--- src/rtl/pcg_map.svh ---
// Offsets, field codes, reset values and counts of the programmable clock generator
// Summary of operation
// - Three clock outputs, each switched on by enable write and off by disable write.
// - A readable state word shows one enabled bit per clock output.
// - After reset every clock output stays disabled until software enables it.
// - Each clock has a source field: main, slow, master, PLL A or PLL B.
// - The source field of every clock resets to the slow clock.
// - Each clock has a prescaler giving ratios 1, 2, 4, 8, 16, 32, 64.
// - Each output is its selected source divided by the prescaler ratio.
// - Prescaler resets to zero, divide by one, so output equals slow clock.
// - Enabling a configured clock sets its ready flag; software waits for it.
// - Ready flags are polled or raise the interrupt when enabled in the mask.
// - Source and prescaler of a clock are taken together in one write.
`ifndef PCG_MAP_SVH
`define PCG_MAP_SVH

`define PCG_NUM_CLK    3
`define PCG_NUM_SRC    5

// Source select codes
`define PCG_SRC_SLOW   3'h0
`define PCG_SRC_MAIN   3'h1
`define PCG_SRC_PLLA   3'h2
`define PCG_SRC_PLLB   3'h3
`define PCG_SRC_MASTER 3'h4

// Positions of the sources in the synchronised source vector
`define PCG_VEC_SLOW   0
`define PCG_VEC_MAIN   1
`define PCG_VEC_PLLA   2
`define PCG_VEC_PLLB   3
`define PCG_VEC_MASTER 4

// Prescaler exponent: reset value and largest legal code
`define PCG_PRESCALE_SELECT_RST   3'h0
`define PCG_PRESCALE_SELECT_MAX   3'h6

`endif

--- src/rtl/pcg_pkg.sv ---
// Types shared by the programmable clock generator modules
`default_nettype none
`include "pcg_map.svh"
package pcg_pkg;

   typedef enum logic [2:0] {
      PCG_SRC_SLOW_E   = `PCG_SRC_SLOW,
      PCG_SRC_MAIN_E   = `PCG_SRC_MAIN,
      PCG_SRC_PLLA_E   = `PCG_SRC_PLLA,
      PCG_SRC_PLLB_E   = `PCG_SRC_PLLB,
      PCG_SRC_MASTER_E = `PCG_SRC_MASTER
   } pcg_src_t;

   typedef struct packed {
      logic [4:0] cnt;
      logic       prev;
      logic       out;
      logic       rdy;
   } pcg_div_st_t;

endpackage
`default_nettype wire

--- src/rtl/pcg_if.sv ---
// Link between the control logic and one clock divider
`default_nettype none
interface pcg_if;
   logic [2:0] src;
   logic [2:0] prescale_select;
   logic       en;
   logic       rdy;
   logic       clk;

   modport ctrl (output src, output prescale_select, output en, input rdy, input clk);
   modport gen  (input src, input prescale_select, input en, output rdy, output clk);
endinterface
`default_nettype wire

--- src/rtl/pcg_top.sv ---
// Programmable clock generator: enable, state, config, ready and interrupt logic
`default_nettype none
`include "pcg_map.svh"
module pcg_top #(
   parameter int NUM_CLK = `PCG_NUM_CLK
) (
   // Clock and reset
   input  wire logic                   core_clk_i,
   input  wire logic                   arst_n_i,
   // Source clocks
   input  wire logic                   slow_clk_i,
   input  wire logic                   main_clk_i,
   input  wire logic                   master_clk_i,
   input  wire logic                   pll_a_output_i,
   input  wire logic                   pll_b_output_i,
   // Enable and disable writes
   input  wire logic                   sysclk_enable_wr_i,
   input  wire logic [NUM_CLK-1:0]     sysclk_enable_mask_i,
   input  wire logic                   sysclk_disable_wr_i,
   input  wire logic [NUM_CLK-1:0]     sysclk_disable_mask_i,
   // Configuration write and readback
   input  wire logic [NUM_CLK-1:0]     progclk_config_wr_i,
   input  wire logic [2:0]             source_select_i,
   input  wire logic [2:0]             prescale_select_i,
   output logic      [NUM_CLK*3-1:0]   source_select_o,
   output logic      [NUM_CLK*3-1:0]   prescale_select_o,
   // Status
   output logic      [NUM_CLK-1:0]     sysclk_state_reg_o,
   output logic      [NUM_CLK-1:0]     progclk_ready_flag_o,
   // Interrupt enable
   input  wire logic                   irq_enable_wr_i,
   input  wire logic                   irq_disable_wr_i,
   input  wire logic [NUM_CLK-1:0]     irq_mask_i,
   output logic      [NUM_CLK-1:0]     power_ctrl_irq_enable_reg_o,
   output logic                        irq_o,
   // Clock outputs
   output logic      [NUM_CLK-1:0]     progclk_output_o
);

   generate
      if (NUM_CLK < 1 || NUM_CLK > 8) begin : g_bad_num
         $error("NUM_CLK must lie between 1 and 8");
      end
   endgenerate

   typedef struct packed {
      logic [`PCG_NUM_SRC-1:0]   meta;
      logic [`PCG_NUM_SRC-1:0]   sync;
      logic [NUM_CLK-1:0]        en;
      logic [NUM_CLK-1:0]        ien;
      logic [NUM_CLK-1:0][2:0]   src;
      logic [NUM_CLK-1:0][2:0]   prescale_select;
      logic                      live;
   } pcg_top_st_t;

   logic [1:0]              rst_sync_r;
   logic                    rst_n;
   pcg_top_st_t             st_r;
   pcg_top_st_t             st_nxt;
   logic [`PCG_NUM_SRC-1:0] src_pins;
   logic [NUM_CLK-1:0]      rdy;
   logic [NUM_CLK-1:0]      clk_out;

   // Reset release through two flip-flops
   always_ff @(posedge core_clk_i or negedge arst_n_i) begin
      if (!arst_n_i) begin
         rst_sync_r <= 2'h0;
      end else begin
         rst_sync_r <= {rst_sync_r[0], 1'b1};
      end
   end
   assign rst_n = rst_sync_r[1];

   always_comb begin
      src_pins                 = '0;
      src_pins[`PCG_VEC_SLOW]   = slow_clk_i;
      src_pins[`PCG_VEC_MAIN]   = main_clk_i;
      src_pins[`PCG_VEC_PLLA]   = pll_a_output_i;
      src_pins[`PCG_VEC_PLLB]   = pll_b_output_i;
      src_pins[`PCG_VEC_MASTER] = master_clk_i;
   end

   always_comb begin
      st_nxt       = st_r;
      st_nxt.meta  = src_pins;
      st_nxt.sync  = st_r.meta;
      st_nxt.live  = 1'b1;
      // Disable wins over a simultaneous enable of the same clock
      if (sysclk_enable_wr_i) begin
         st_nxt.en = st_nxt.en | sysclk_enable_mask_i;
      end
      if (sysclk_disable_wr_i) begin
         st_nxt.en = st_nxt.en & ~sysclk_disable_mask_i;
      end
      for (int k = 0; k < NUM_CLK; k++) begin
         if (progclk_config_wr_i[k]) begin
            st_nxt.src[k]  = source_select_i;
            st_nxt.prescale_select[k] = prescale_select_i;
         end
      end
      if (irq_enable_wr_i) begin
         st_nxt.ien = st_nxt.ien | irq_mask_i;
      end
      if (irq_disable_wr_i) begin
         st_nxt.ien = st_nxt.ien & ~irq_mask_i;
      end
   end

   always_ff @(posedge core_clk_i or negedge rst_n) begin
      if (!rst_n) begin
         st_r      <= '0;
         for (int k = 0; k < NUM_CLK; k++) begin
            st_r.src[k]  <= `PCG_SRC_SLOW;
            st_r.prescale_select[k] <= `PCG_PRESCALE_SELECT_RST;
         end
      end else begin
         st_r <= st_nxt;
      end
   end

   pcg_if lnk [NUM_CLK] ();

   generate
      for (genvar g = 0; g < NUM_CLK; g++) begin : g_div
         assign lnk[g].en   = st_r.en[g];
         assign lnk[g].src  = st_r.src[g];
         assign lnk[g].prescale_select = st_r.prescale_select[g];
         assign rdy[g]      = lnk[g].rdy;
         assign clk_out[g]  = lnk[g].clk;

         pcg_div u_div (
            .core_clk_i (core_clk_i),
            .rst_n_i    (rst_n),
            .src_vec_i  (st_r.sync),
            .lnk        (lnk[g])
         );
      end
   endgenerate

   assign sysclk_state_reg_o          = st_r.en;
   assign progclk_ready_flag_o        = rdy;
   assign source_select_o             = st_r.src;
   assign prescale_select_o           = st_r.prescale_select;
   assign power_ctrl_irq_enable_reg_o = st_r.ien;
   assign irq_o                       = |(rdy & st_r.ien);
   assign progclk_output_o            = clk_out;
endmodule
`default_nettype wire

--- src/rtl/pcg_div.sv ---
// One programmable clock divider working on edges of synchronised source clocks
`default_nettype none
`include "pcg_map.svh"
module pcg_div (
   // Clock and reset
   input  wire logic                    core_clk_i,
   input  wire logic                    rst_n_i,
   // Synchronised source clocks
   input  wire logic [`PCG_NUM_SRC-1:0] src_vec_i,
   // Control link
   pcg_if.gen                           lnk
);

   pcg_pkg::pcg_div_st_t st_r;
   pcg_pkg::pcg_div_st_t st_nxt;
   logic                 sel;
   logic                 rise;

   function automatic logic pick(input logic [2:0] code, input logic [`PCG_NUM_SRC-1:0] vec);
      pick = 1'b0;
      case (pcg_pkg::pcg_src_t'(code))
         pcg_pkg::PCG_SRC_SLOW_E:   pick = vec[`PCG_VEC_SLOW];
         pcg_pkg::PCG_SRC_MAIN_E:   pick = vec[`PCG_VEC_MAIN];
         pcg_pkg::PCG_SRC_PLLA_E:   pick = vec[`PCG_VEC_PLLA];
         pcg_pkg::PCG_SRC_PLLB_E:   pick = vec[`PCG_VEC_PLLB];
         pcg_pkg::PCG_SRC_MASTER_E: pick = vec[`PCG_VEC_MASTER];
         default:                   pick = 1'b0;
      endcase
   endfunction

   // Source edges per half period, minus one; reserved code counts as the largest ratio
   function automatic logic [4:0] half_lim(input logic [2:0] p);
      logic [2:0] e;
      e = (p > `PCG_PRESCALE_SELECT_MAX) ? `PCG_PRESCALE_SELECT_MAX : p;
      half_lim = 5'((6'h01 << (e - 3'h1)) - 6'h01);
   endfunction

   always_comb begin
      sel        = pick(lnk.src, src_vec_i);
      rise       = sel & ~st_r.prev;
      st_nxt     = st_r;
      st_nxt.prev = sel;
      if (!lnk.en) begin
         st_nxt.cnt = 5'h00;
         st_nxt.out = 1'b0;
         st_nxt.rdy = 1'b0;
      end else if (lnk.prescale_select == `PCG_PRESCALE_SELECT_RST) begin
         if (rise) begin
            st_nxt.rdy = 1'b1;
         end
         st_nxt.out = sel & st_nxt.rdy;
      end else if (rise) begin
         if (st_r.cnt >= half_lim(lnk.prescale_select)) begin
            st_nxt.cnt = 5'h00;
            st_nxt.out = ~st_r.out;
            st_nxt.rdy = 1'b1;
         end else begin
            st_nxt.cnt = st_r.cnt + 5'h01;
         end
      end
   end

   always_ff @(posedge core_clk_i or negedge rst_n_i) begin
      if (!rst_n_i) begin
         st_r <= '0;
      end else begin
         st_r <= st_nxt;
      end
   end

   assign lnk.clk = st_r.out;
   assign lnk.rdy = st_r.rdy;
endmodule
`default_nettype wire

--- config.mk ---
export PLATFORM = sky130hd
export DESIGN_NAME = pcg_top
export DESIGN_NICKNAME = d
export VERILOG_FILES = /design/src/rtl/pcg_pkg.sv /design/src/rtl/pcg_if.sv /design/src/rtl/pcg_top.sv /design/src/rtl/pcg_div.sv
export VERILOG_INCLUDE_DIRS = /design/src /design/src/rtl
export SDC_FILE = /design/constraint.sdc
export NUM_CORES = 1
export LEC_CHECK = 0
export BUFFER_PORTS_ARGS = -buffer_cell sky130_fd_sc_hd__buf_4
export CORE_MARGIN = 1
export CORE_UTILIZATION = 50
export DETAILED_ROUTE_END_ITERATION = 12
export PLACE_DENSITY = 0.73
export SLEW_MARGIN = 0
export SYNTH_ARGS = -nofsm -noshare
export SYNTH_HDL_FRONTEND = slang
export SYNTH_SLANG_ARGS = --single-unit
--- constraint.sdc ---
create_clock -name core_clk_i -period 2.8 [get_ports core_clk_i]
set_clock_uncertainty 0.2 [all_clocks]
set_input_delay 0.7 -clock core_clk_i [delete_from_list [all_inputs] [get_ports core_clk_i]]
set_output_delay 0.7 -clock core_clk_i [all_outputs]
set_load 0.01 [all_outputs]
## Yosys cells after proc, flatten, opt, wreduce, memory -nomap -nowiden

Cells that the tools add are included.

| word-level totals | value |
|---|---|
| register bits after elaboration | 60 |
| input bits | 29 |
| output and inout port bits | 31 |
| logic and storage cells | 140 |

| operators by class | value |
|---|---|
| add/subtract/negate cells | 9 |
| order comparisons | 6 |
| equality and inequality tests | 24 |
| shift-type cells | 3 |
| multiplexer cells | 43 |
| bitwise gates (word level) | 19 |
| reduce and logical (&&, ||, !) cells | 13 |

Operators by type and width:

| kind | number |
|---|---|
| $mux W5 | 12 |
| $mux W2 | 12 |
| $mux W3 | 7 |
| $eq A3 B2 Y1 const B | 6 |
| $logic_not A3 Y1 | 6 |
| $ne A3 B1 Y1 const B | 6 |
| $add A5 B1 Y5 const B | 3 |
| $ge A5 B5 Y1 | 3 |
| $pmux W1 S5 | 3 |
| $shl A1 B3 Y5 const A | 3 |
| $sub A5 B1 Y5 const B | 3 |
| $reduce_and A2 Y1 | 6 |
| $and A3 B3 Y3 | 3 |
| $eq A3 B1 Y1 const B | 3 |
| $eq A3 B3 Y1 const B | 3 |
| $gt A3 B3 Y1 const B | 3 |
| $mux W1 | 9 |
| $sub A3 B1 Y3 const B | 3 |
| $and A1 B1 Y1 | 6 |
| $ne A2 B1 Y1 const B | 3 |
| $ne A2 B2 Y1 const B | 3 |
| $not A1 Y1 | 6 |
| $not A3 Y3 | 2 |
| $or A3 B3 Y3 | 2 |
| $reduce_or A3 Y1 | 1 |

## Longest topological paths before layout

Gate-level depths: netlist (run 1).

| depth | value |
|---|---|
| depth after elaboration | 10 |
| gate-level depth with buffers | 10 |
| gate-level depth less buffers | 10 |

## Hierarchy

A second synthesis (run 1) with hierarchy kept.

| second synthesis, totals | value |
|---|---|
| cells, all modules | 330 |
| area, all modules | 3549.7 sq um |

By module, submodules not included:

| module | times used | cells each | area an instance (sq um) | sequential area each (sq um) |
|---|---|---|---|---|
| pcg_div | 3 | 76 | 680.7 | 200.2 |
| pcg_top | 1 | 102 | 1507.7 | 900.9 |

## Worst setup path before layout (run 1)

No wires, ideal clock.

| timing | value |
|---|---|
| path type | reg2reg |
| start | register, netlist name lnk[1].prescale_select[1] |
| end | register g_div[1].u_div.st_r[6] (netlist name) |
| setup time | 0.101 ns |
| arrival | 2.855 ns |
| required time | 2.499 ns |
| path slack | -0.356 ns |
| stages on the path, launching flop included | 11 |
| buffers on the path | 1 |
| clock period less this slack | 3.156 ns |
| path through | dfrtp_1 > clkbuf_1 > or3_1 > ha_1 > nor4b_1 > a21oi_1 > ha_1 > a21o_1 > a31oi_1 > nand3_1 > o32ai_1 |

| between the ends | value |
|---|---|
| word-level cells in the longest chain between the ends | 10 |
| elaborated cells between the ends (all ways) | 13 |
| classes of those cells | add/sub (2); order compare (2); eq/ne (1); shift (1); mux (5); reduce/logical (2) |

RTL lines:

| item | RTL line | source |
|---|---|---|
| $gt A3 B3 Y1 (no source line) | - |  |
| $mux W3 | pcg_div.sv:34 | `` e = (p > `PCG_PRESCALE_SELECT_MAX) ? `PCG_PRESCALE_SELECT_MAX : p; `` |
| $sub A3 B1 Y3 | pcg_div.sv:35 | `half_lim = 5'((6'h01 << (e - 3'h1)) - 6'h01);` |
| $shl A1 B3 Y5 | pcg_div.sv:35 |  |
| $sub A5 B1 Y5 | pcg_div.sv:35 |  |
| $ge A5 B5 Y1 | pcg_div.sv:53 | `if (st_r.cnt >= half_lim(lnk.prescale_select)) begin` |
| $mux W5 | pcg_div.sv:53 |  |
| $mux W5 | pcg_div.sv:52 | `end else if (rise) begin` |
| $mux W5 | pcg_div.sv:47 | `` end else if (lnk.prescale_select == `PCG_PRESCALE_SELECT_RST) begin `` |
| $mux W5 | pcg_div.sv:43 | `if (!lnk.en) begin` |
| to (signal assigned) | pcg_div.sv:67 | `st_r <= st_nxt;` |
| to (decl) | pcg_div.sv:14 | `pcg_pkg::pcg_div_st_t st_r;` |

Several ways; a longest one is shown, not always the timed one. The select of a mux whose other input is x is not followed.
A chain may end at the register's enable or synchronous reset.

## Worst setup path in the final report (run 1)

| timing | value |
|---|---|
| start | register, netlist name lnk[1].prescale_select[0] |
| end | register g_div[1].u_div.st_r[6] (netlist name) |

| between the ends | value |
|---|---|
| word-level cells in the longest chain between the ends | 10 |
| elaborated cells between the ends (all ways) | 13 |
| classes of those cells | add/sub (2); order compare (2); eq/ne (1); shift (1); mux (5); reduce/logical (2) |

RTL lines:

| item | RTL line |
|---|---|
| $gt A3 B3 Y1 (no source line) | - |
| $mux W3 | pcg_div.sv:34 |
| $sub A3 B1 Y3 | pcg_div.sv:35 |
| $shl A1 B3 Y5 | pcg_div.sv:35 |
| $sub A5 B1 Y5 | pcg_div.sv:35 |
| $ge A5 B5 Y1 | pcg_div.sv:53 |
| $mux W5 | pcg_div.sv:53 |
| $mux W5 | pcg_div.sv:52 |
| $mux W5 | pcg_div.sv:47 |
| $mux W5 | pcg_div.sv:43 |

Several ways; a longest one is shown, not always the timed one. The select of a mux whose other input is x is not followed.

==> results of run 1 <==
-- final timing paths --
check	to	cells after the start	slack, ns
max	g_div[1].u_div.st_r[6]	10	-0.02
max in group asynchronous	sysclk_state_reg_o[1]	1	1.73
min	lnk[0].prescale_select[0]	0	0.07
min in group core_clk_i	st_r[28]	0	0.15
max reg2reg	g_div[1].u_div.st_r[6]	10	-0.02
min reg2reg	lnk[0].prescale_select[0]	0	0.07
-- sequential cells by signal, indices dropped and copies added (netlist names) --
register                     count
lnk.src                          9
lnk.prescale_select              9
g_div.u_div.lnk.clk              3
sysclk_state_reg_o               3
power_ctrl_irq_enable_reg_o      3
st_r                             5
st_nxt                           5
g_div.u_div.lnk.rdy              3
rst_sync_r                       2
g_div.u_div.st_r                18
-- critical path, stage by stage (launching register included) --
cell and delay [ns]:
dfrtp_1 0.36, inv_2 0.04, or3_4 0.40, ha_4 0.19, nor4b_4 0.26, a21oi_1 0.07
ha_1 0.32, a21o_1 0.25, a31oi_4 0.27, nand3_4 0.14, o32ai_2 0.23
-- final cells by class --
cell class | count | area, µm²
Clock inverter | 6 | 63.81
Multi-Input combinational cell | 222 | 1778
Inverter | 15 | 56.30
Clock buffer | 10 | 127.6
Fill cell | 489 | 2116
Tap cell | 77 | 96.34
Timing Repair Buffer | 79 | 608.1
Sequential cell | 60 | 1504
-- synthesized netlist by cell type, types with 4 or more instances --
master / instances / area (µm²)
ha_1: 21 / 262.8
nor2_1: 8 / 30.03
clkbuf_1: 10 / 37.54
inv_1: 15 / 56.30
a21oi_1: 21 / 105.1
nand3b_1: 8 / 60.06
and3_1: 4 / 25.02
nand2_1: 21 / 78.83
nand2b_1: 7 / 43.79
o21ai_0: 20 / 100.1
buf_4: 9 / 67.56
mux2_2: 13 / 146.4
a32o_1: 4 / 40.04
a21o_1: 4 / 30.03
and3b_1: 5 / 43.79
or3_1: 6 / 37.54
a21boi_0: 8 / 60.06
o21a_1: 8 / 60.06
nand3_1: 11 / 55.05
dfrtp_1: 60 / 1501
-- per-stage QoR --
stage          std cells  total power [mW]
6_report             469             2.304
2_1_floorplan        315             1.329
5_1_grt              469             2.428
3_3_place_gp         445             1.494
3_5_place_dp         445             1.510
4_1_cts              462             2.282
-- repair_timing --
action,CTS,global route
endpoints found under the hold margin,2,0
setup buffers,0,6
hold buffers,1,0
gates resized for setup,0,18
setup endpoints to repair,0,15
-- report_power, final --
group | internal (mW) | switching, mW | total, mW | leakage (nW)
Combinational | 0.260 | 0.259 | 0.518 | 1.11
Clock | 0.411 | 0.359 | 0.770 | 0.0927
Sequential | 0.931 | 0.0851 | 1.02 | 0.750
-- cells by family (layout without fill, tap and decap cells) --
group           Yosys count  after routing
compound gates           87             88
buf+inv                  34            110
fa+ha+maj                21             21
other cells               1              1
flops                    60             60
simple gates             91             91
xor+xnor                  3              3
mux                      18             18
-- metal layers --
metal | vias to the layer above | routed length [µm] | GRT usage, %
met3 | 9 | 303 | 6.461
met5 | - | 0 | 0
met2 | 55 | 3577 | 34.58
li1 | 1300 | - | -
met1 | 1285 | 3348 | 29.32
met4 | 0 | 99 | 7.053
==> out/qor.yml, run 1 <==
crit_required_ns: 2.85
cts_buffer_depth: 2
ys_ff_latch: 60
ys_async_sr_fraction_pct: 100.0
core_area_um2: 6350
start_util_pct: 51.86
num-nets-final: 437
ant_nets: 0
synthXorXnorAreaFrac_pct: 0.7979
path_max_fanout: 5
synthFlopType: "dfrtp_1"
die-area_um2: 6915
grt_pass1_vias: 2536
die_x_um: 83.16
routedWlPerCell_um: 15.62
synth_edf_count: 0
drt-pass1-iter-count: 4
tightest_slew_ns: 0.7723
period_minus_slack_ns: 2.819
cts_tree: "built"
final_area_um2: 4234
io_pins: 60
num_rows: 29
drive_above_1_share_pct: 35.20
synth_fa_ha_area_share_pct: 7.979
antenna_cells: 0
fin_tns_setup_ns: -0.02178
cts.htree.levels: 3
final.setup.worst_slack_ns: -0.01941
insertion_delay_ns: 0.35
overflow: 0
powerDensity_nw_per_um2: 544.2
grt_use_total_pct: 21.99
dp_hpwl_um: 5177
end_kind: "flop"
drv_cap: 0
numCtsBuffers: 9
synthMuxAreaShare_pct: 6.497
root_buffer: "clkbuf_8"
status: "finished, violations left"
rsz0062_at_grt: "yes"
syn_inst: 315
syn_nets: 365
crit_path_start_kind: "flop"
timing.fmax_ghz: 0.3547
yosys.area_share.simple_pct: 16.11
drc: 0
synth-compound-area-share_pct: 18.01
syn_avg_cell_area_um2: 10.45
max-slew-margin-rel_pct: 48.07
dpl_cell_area_um2: 3889
finalCritPeriodShare_pct: 100.7
grt_pass1_wl_um: 12050
crit_type: "flop to flop"
post-place-ws_ns: 0.04418
synth_top_family_by_area: "compound AO/OA/AOI/OAI gates"
p_leak_nw: 1.957
synthToLayoutAreaGrowth_pct: 28.57
layout_common_cells: "buf_4, dfrtp_1, nand2_1"
numClockSinks: 60
routed_wl_um: 7328
grt_max_degree: 34
hold_violations: 0
final_max_slew_viol_count: 0
ys_warn_count: 0
routed_via_density: 5.648
grt_antenna_before_repair: 0
fp.dieH_um: 83.16
clk_pin_slew_ns: 0.08
final-setup-viol-count: 2
hold_ws_ns: 0.07478
syn_area_um2: 3293
drtIter0Drc: 119
yosysSeqAreaShare_pct: 45.59
peakVddDrop_v: 0.0003991
io_buffers: 59
vias: 2649
place.gp.congestion: 0.7758
violations: "setup timing"
rr_startpoint: "lnk[1].prescale_select[0]"
cp.arrival_ns: 2.87
synth.distinct_cells: 53
hp-class: "flop to asynchronous set/reset pin"
finish.utilization_pct: 66.68
crit_start: "lnk[1].prescale_select[0]"
mostFrequentLayoutCell: "buf_4"
(Power assumes the default switching activity.)
==> run 2, diff against run 1 <==
RECOVER_POWER = 25   (was unset)
==> run 2 against run 1 <==
Net effect: the run still ends with setup timing left; total power is 0.15% lower; global-route usage stayed put; worst hold slack better by 0.074 ns; non-clock buffer count stayed put; die area stayed put; utilization is 0.14 points lower; sequential share of layout area hardly changed; sequential cell count stayed put; design area is 0.21% lower; worst setup slack hardly changed.
==> out/qor.yml, run 2 (synthesis gave the netlist of run 1 again) <==
drtIter0Drc: 108
cts_buffer_depth: 2
core_area_um2: 6350
num_rows: 29
drive_above_1_share_pct: 34.44
seqPwrFrac_pct: 44.1
status: "finished, violations left"
p_leak_nw: 1.949
antenna_cells: 0
peakVddDrop_v: 0.0003975
powerDensity_nw_per_um2: 544.5
wl_met1_um: 3323
multi_input_area_um2: 1778
hold_violations: 0
clk_pin_slew_ns: 0.07
start_util_pct: 51.86
die-area_um2: 6915
finish.utilization_pct: 66.54
routedWlPerCell_um: 15.59
routed_via_density: 5.659
grt_use_total_pct: 21.99
dp_hpwl_um: 5177
period_minus_slack_ns: 2.819
grt_antenna_before_repair: 0
finalCritPeriodShare_pct: 100.7
crit_required_ns: 2.85
hp-class: "flop to flop"
overflow: 0
path_max_fanout: 5
layout_common_cells: "buf_4, dfrtp_1, nand2_1"
largest_register_ffs: 18
grt_max_degree: 34
dr_wl_met2_um: 3577
cts.htree.levels: 3
p_sw_mw: 0.7012
top_register: "g_div.u_div.st_r"
cp_slowest_stage_delay_ns: 0.40
vias: 2654
grt_pass1_vias: 2536
numClockSinks: 60
io_buffers: 59
die_x_um: 83.16
fp.dieH_um: 83.16
drv_cap: 0
root_buffer: "clkbuf_8"
numCtsBuffers: 9
max-slew-margin-rel_pct: 26.57
routed_wl_um: 7312
synthToLayoutAreaGrowth_pct: 28.31
top_layer_used: "met4"
swShare_pct: 30.48
ant_nets: 0
post-place-ws_ns: 0.04418
final-setup-viol-count: 2
nFillCells: 490
hold_ws_ns: 0.1490
insertion_delay_ns: 0.35
reg_top3: "g_div.u_div.st_r: 18 flops, lnk.prescale_select: 9 flops, lnk.src: 9 flops"
tightest_slew_ns: 1.101
cts_tree: "built"
crit_start: "lnk[1].prescale_select[0]"
violations: "setup timing"
pwr-share-clk_pct: 33.4
final_max_slew_viol_count: 0
min-delay-start: "st_nxt[27]"
seqCellArea_um2: 1503
path_cells: "inv_2, or3_4, ha_4, nor4b_4, a21oi_1, ha_1, a21o_1, a31oi_4, nand3_4, o32ai_2"
final.setup.worst_slack_ns: -0.01941
timing.fmax_ghz: 0.3547
intPower_mw: 1.599
drc: 0
cp.arrival_ns: 2.87
rr_startpoint: "lnk[1].prescale_select[0]"
num-nets-final: 437
crit_path_start_kind: "flop"
end_kind: "flop"
crit_type: "flop to flop"
rsz0062_at_grt: "yes"
p_total_mw: 2.301
place.gp.congestion: 0.7758
slowest_stage: "or3_4"
io_pins: 60
combPwrFrac_pct: 22.5
routed-wl-met3_um: 312
grt_pass1_wl_um: 12050
drt-pass1-iter-count: 4
mostFrequentLayoutCell: "buf_4"
[run 2: final cells by class]
type                    instances  area share (%)
well taps                      77           2.280
clock inverters                 6           1.510
flip-flops and latches         60           35.56
inverters                      15           1.333
multi-input cells             222           42.08
repair buffers                 79           14.21
clock buffers                  10           3.020
[run 2: metal layers]
layer | up-vias | track usage [%]
met5 | - | 0
met4 | 0 | 7.053
met3 | 9 | 6.461
met2 | 58 | 34.58
met1 | 1286 | 29.32
li1 | 1301 | -
[run 2: worst paths after layout]
kind | endpoint | slack (ns) | cells past startpoint
worst max-delay path | g_div[1].u_div.st_r[6] | -0.02 | 10
worst min-delay path | st_r[27] | 0.15 | 0
worst max register to register | g_div[1].u_div.st_r[6] | -0.02 | 10
worst min register to register | st_r[27] | 0.15 | 0
max in group asynchronous | sysclk_state_reg_o[1] | 1.40 | 1
min in group asynchronous | lnk[0].prescale_select[0] | 0.26 | 0
[run 2: timing repair]
item / in CTS / in global routing
hold buffers: 1 / 0
resized for setup: 0 / 18
setup buffers: 0 / 6
hold endpoints to repair: 2 / 0
setup endpoints to repair: 0 / 15
[run 2: stage by stage]
step | cell area, µm² | std cells | TNS, ns
floorplan | 3373 | 315 | -0.01607
detailed placement | 3889 | 445 | 0
finish | 4225 | 469 | -0.02179
CTS | 4090 | 462 | 0
global placement | 3889 | 445 | 0
global route | 4225 | 469 | -0.4958
[run 2: worst max-delay path, delay by kind of cell, from the launching register on]
kind	cells	cell delay, ns
AND/OR/NAND/NOR	3	0.80
adder cells (fa/ha/maj)	2	0.51
AO/OA/AOI/OAI	4	0.82
buffers and inverters	1	0.04
flip-flops	1	0.36
[run 2: power groups by stage]
stage / Clock, mW / Combinational (mW) / Sequential [mW]
2_1_floorplan: 0 / 0.304 / 1.03
3_3_place_gp: 0 / 0.467 / 1.03
3_5_place_dp: 0 / 0.480 / 1.03
4_1_cts: 0.784 / 0.484 / 1.01
5_1_grt: 0.824 / 0.573 / 1.03
6_report: 0.768 / 0.517 / 1.02
==> run 3, diff against run 2 <==
--- a/config.mk
+++ b/config.mk
@@ -9,2 +9,3 @@
 export BUFFER_PORTS_ARGS = -buffer_cell sky130_fd_sc_hd__buf_4
+export CORE_ASPECT_RATIO = 1.25
 export CORE_MARGIN = 1
--- a/constraint.sdc
+++ b/constraint.sdc
@@ -4,2 +4,2 @@
 set_output_delay 0.7 -clock core_clk_i [all_outputs]
-set_load 0.01 [all_outputs]
+set_load 0.005 [all_outputs]
==> run 3 against run 2 <==
Net effect: the run ends with capacitance limit, slew limit left; design area grew 0.77%; global-route usage grew 0.57 points; die area hardly changed; wire length fell by 0.78%; critical path type unchanged; largest cell class unchanged; largest power group unchanged.
==> out/qor.yml, run 3 (synthesis gave the netlist of run 1 again) <==
io_pins: 60
final-setup-viol-count: 0
max-slew-margin-rel_pct: -26.36
endpoint: "g_div[2].u_div.st_r[6]"
timing.fmax_ghz: 0.3611
cts_tree: "built"
layout_common_cells: "buf_4, dfrtp_1, nand2_1"
root_buffer: "clkbuf_8"
crit_start: "lnk[2].prescale_select[1]"
hold_ws_ns: 0.1508
grt_max_degree: 36
rsz0062_at_grt: "yes"
crit_type: "flop to flop"
period_minus_slack_ns: 2.770
cts_buffer_depth: 2
grt_use_total_pct: 22.55
place.gp.congestion: 0.8401
p_leak_nw: 1.983
ant_nets: 0
peakVddDrop_v: 0.0004321
crit_path_start_kind: "flop"
end_kind: "flop"
antenna_cells: 0
die-area_um2: 6917
hold_violations: 0
cts.htree.levels: 3
routedWlPerCell_um: 15.08
routed_wl_um: 7255
routed_via_density: 5.580
crit_required_ns: 2.86
top_register: "g_div.u_div.st_r"
die_x_um: 74.59
reg2reg_slack_ns: 0.03
overflow: 0
io_buffers: 59
r2r_cells: 10
vias: 2684
mostFrequentLayoutCell: "buf_4"
drive_above_1_share_pct: 35.10
dp_hpwl_um: 5424
finalCritPeriodShare_pct: 98.91
dpl_cell_area_um2: 3906
drtIter0Drc: 116
reg_top3: "g_div.u_div.st_r: 18 flops, lnk.prescale_select: 9 flops, lnk.src: 9 flops"
grt_pass1_wl_um: 11550
drt-pass1-iter-count: 4
drc: 0
violations: "capacitance limit, slew limit"
core_area_um2: 6246
hp-class: "flop to flop"
finish.utilization_pct: 68.17
tightest_slew_ns: 1.895
rr_endpoint: "g_div[2].u_div.st_r[6]"
final_max_slew_viol_count: 36
grt_antenna_before_repair: 0
cp.arrival_ns: 2.83
numCtsBuffers: 9
final_area_um2: 4258
clk_pin_slew_ns: 0.07
synthToLayoutAreaGrowth_pct: 29.29
insertion_delay_ns: 0.33
num_rows: 32
largest_register_ffs: 18
path_max_fanout: 5
numClockSinks: 60
num-nets-final: 441
drv_cap: 1
start_util_pct: 52.72
powerDensity_nw_per_um2: 558.0
status: "finished, violations left"
fp.dieH_um: 92.74
grt_pass1_vias: 2473
rr_startpoint: "lnk[2].prescale_select[1]"
[run 3: changes by cell type in the layout (fill, tap and decap cells not counted), sizes merged]
cell      delta
buf          +6
clkinvlp     -1
clkbuf       -1
a31oi        -1
bufinv       +1
[run 3: critical path, cell delays in order, from the launching register on]
cell	delay [ns]
dfrtp_1	0.37
or3_1	0.42
ha_2	0.21
xor2_1	0.16
ha_1	0.29
a21o_1	0.19
a31oi_1	0.19
o21ai_2	0.11
buf_4	0.15
o21ai_0	0.22
a32o_1	0.20
[run 3: how the worst min path moves through the flow]
stage	to	cells past startpoint	slack, ns	from
finish	st_r[25]	0	0.15	st_nxt[25]
global placement	g_div[2].u_div.st_r[5]	1	0.05	rst_sync_r[1]
floorplan	rst_sync_r[1]	0	0.13	rst_sync_r[0]
CTS	lnk[0].src[0]	1	0.06	rst_sync_r[1]
global route	st_r[27]	0	0.16	st_nxt[27]
detailed placement	g_div[2].u_div.st_r[5]	1	0.06	rst_sync_r[1]
[run 3: area by class of cell]
cell class	instances	area, µm²
Inverter	15	56.30
Fill cell	497	1988
Multi-Input combinational cell	221	1735
Clock inverter	6	86.33
Sequential cell	60	1503
Tap cell	85	106.4
Clock buffer	10	137.6
Timing Repair Buffer	84	633.1
[run 3: report_power, final]
group          switching, mW  leakage [nW]  total [mW]  internal [mW]
clock                  0.345         0.113       0.870          0.525
sequential            0.0787         0.751        1.01          0.931
combinational          0.241          1.12       0.497          0.256
[run 3: what timing repair did]
action / 4_1_cts / 5_1_grt
setup endpoints to repair: 3 / 19
resized for setup: 0 / 17
setup buffers: 3 / 5
hold buffers: 1 / 0
pin swaps: 1 / 13
endpoints found under the hold margin: 2 / 0
[run 3: per-stage QoR]
stage / cells / setup slack, ns / setup TNS, ns / power (mW)
2_1_floorplan: 315 / 0.004304 / 0 / 1.309
3_3_place_gp: 456 / 0.1029 / 0 / 1.477
3_5_place_dp: 456 / -0.01065 / -0.01348 / 1.496
4_1_cts: 476 / 0.008727 / 0 / 2.372
5_1_grt: 481 / -0.06019 / -0.1730 / 2.496
6_report: 481 / 0.03041 / 0 / 2.376
[run 3: layer usage]
layer	share of wire, %	up-vias	track usage, %
li1	-	1300	-
met1	42	1317	28.35
met2	53	56	37.39
met3	3.1	11	4.788
met4	2.1	0	8.648
met5	0	-	0
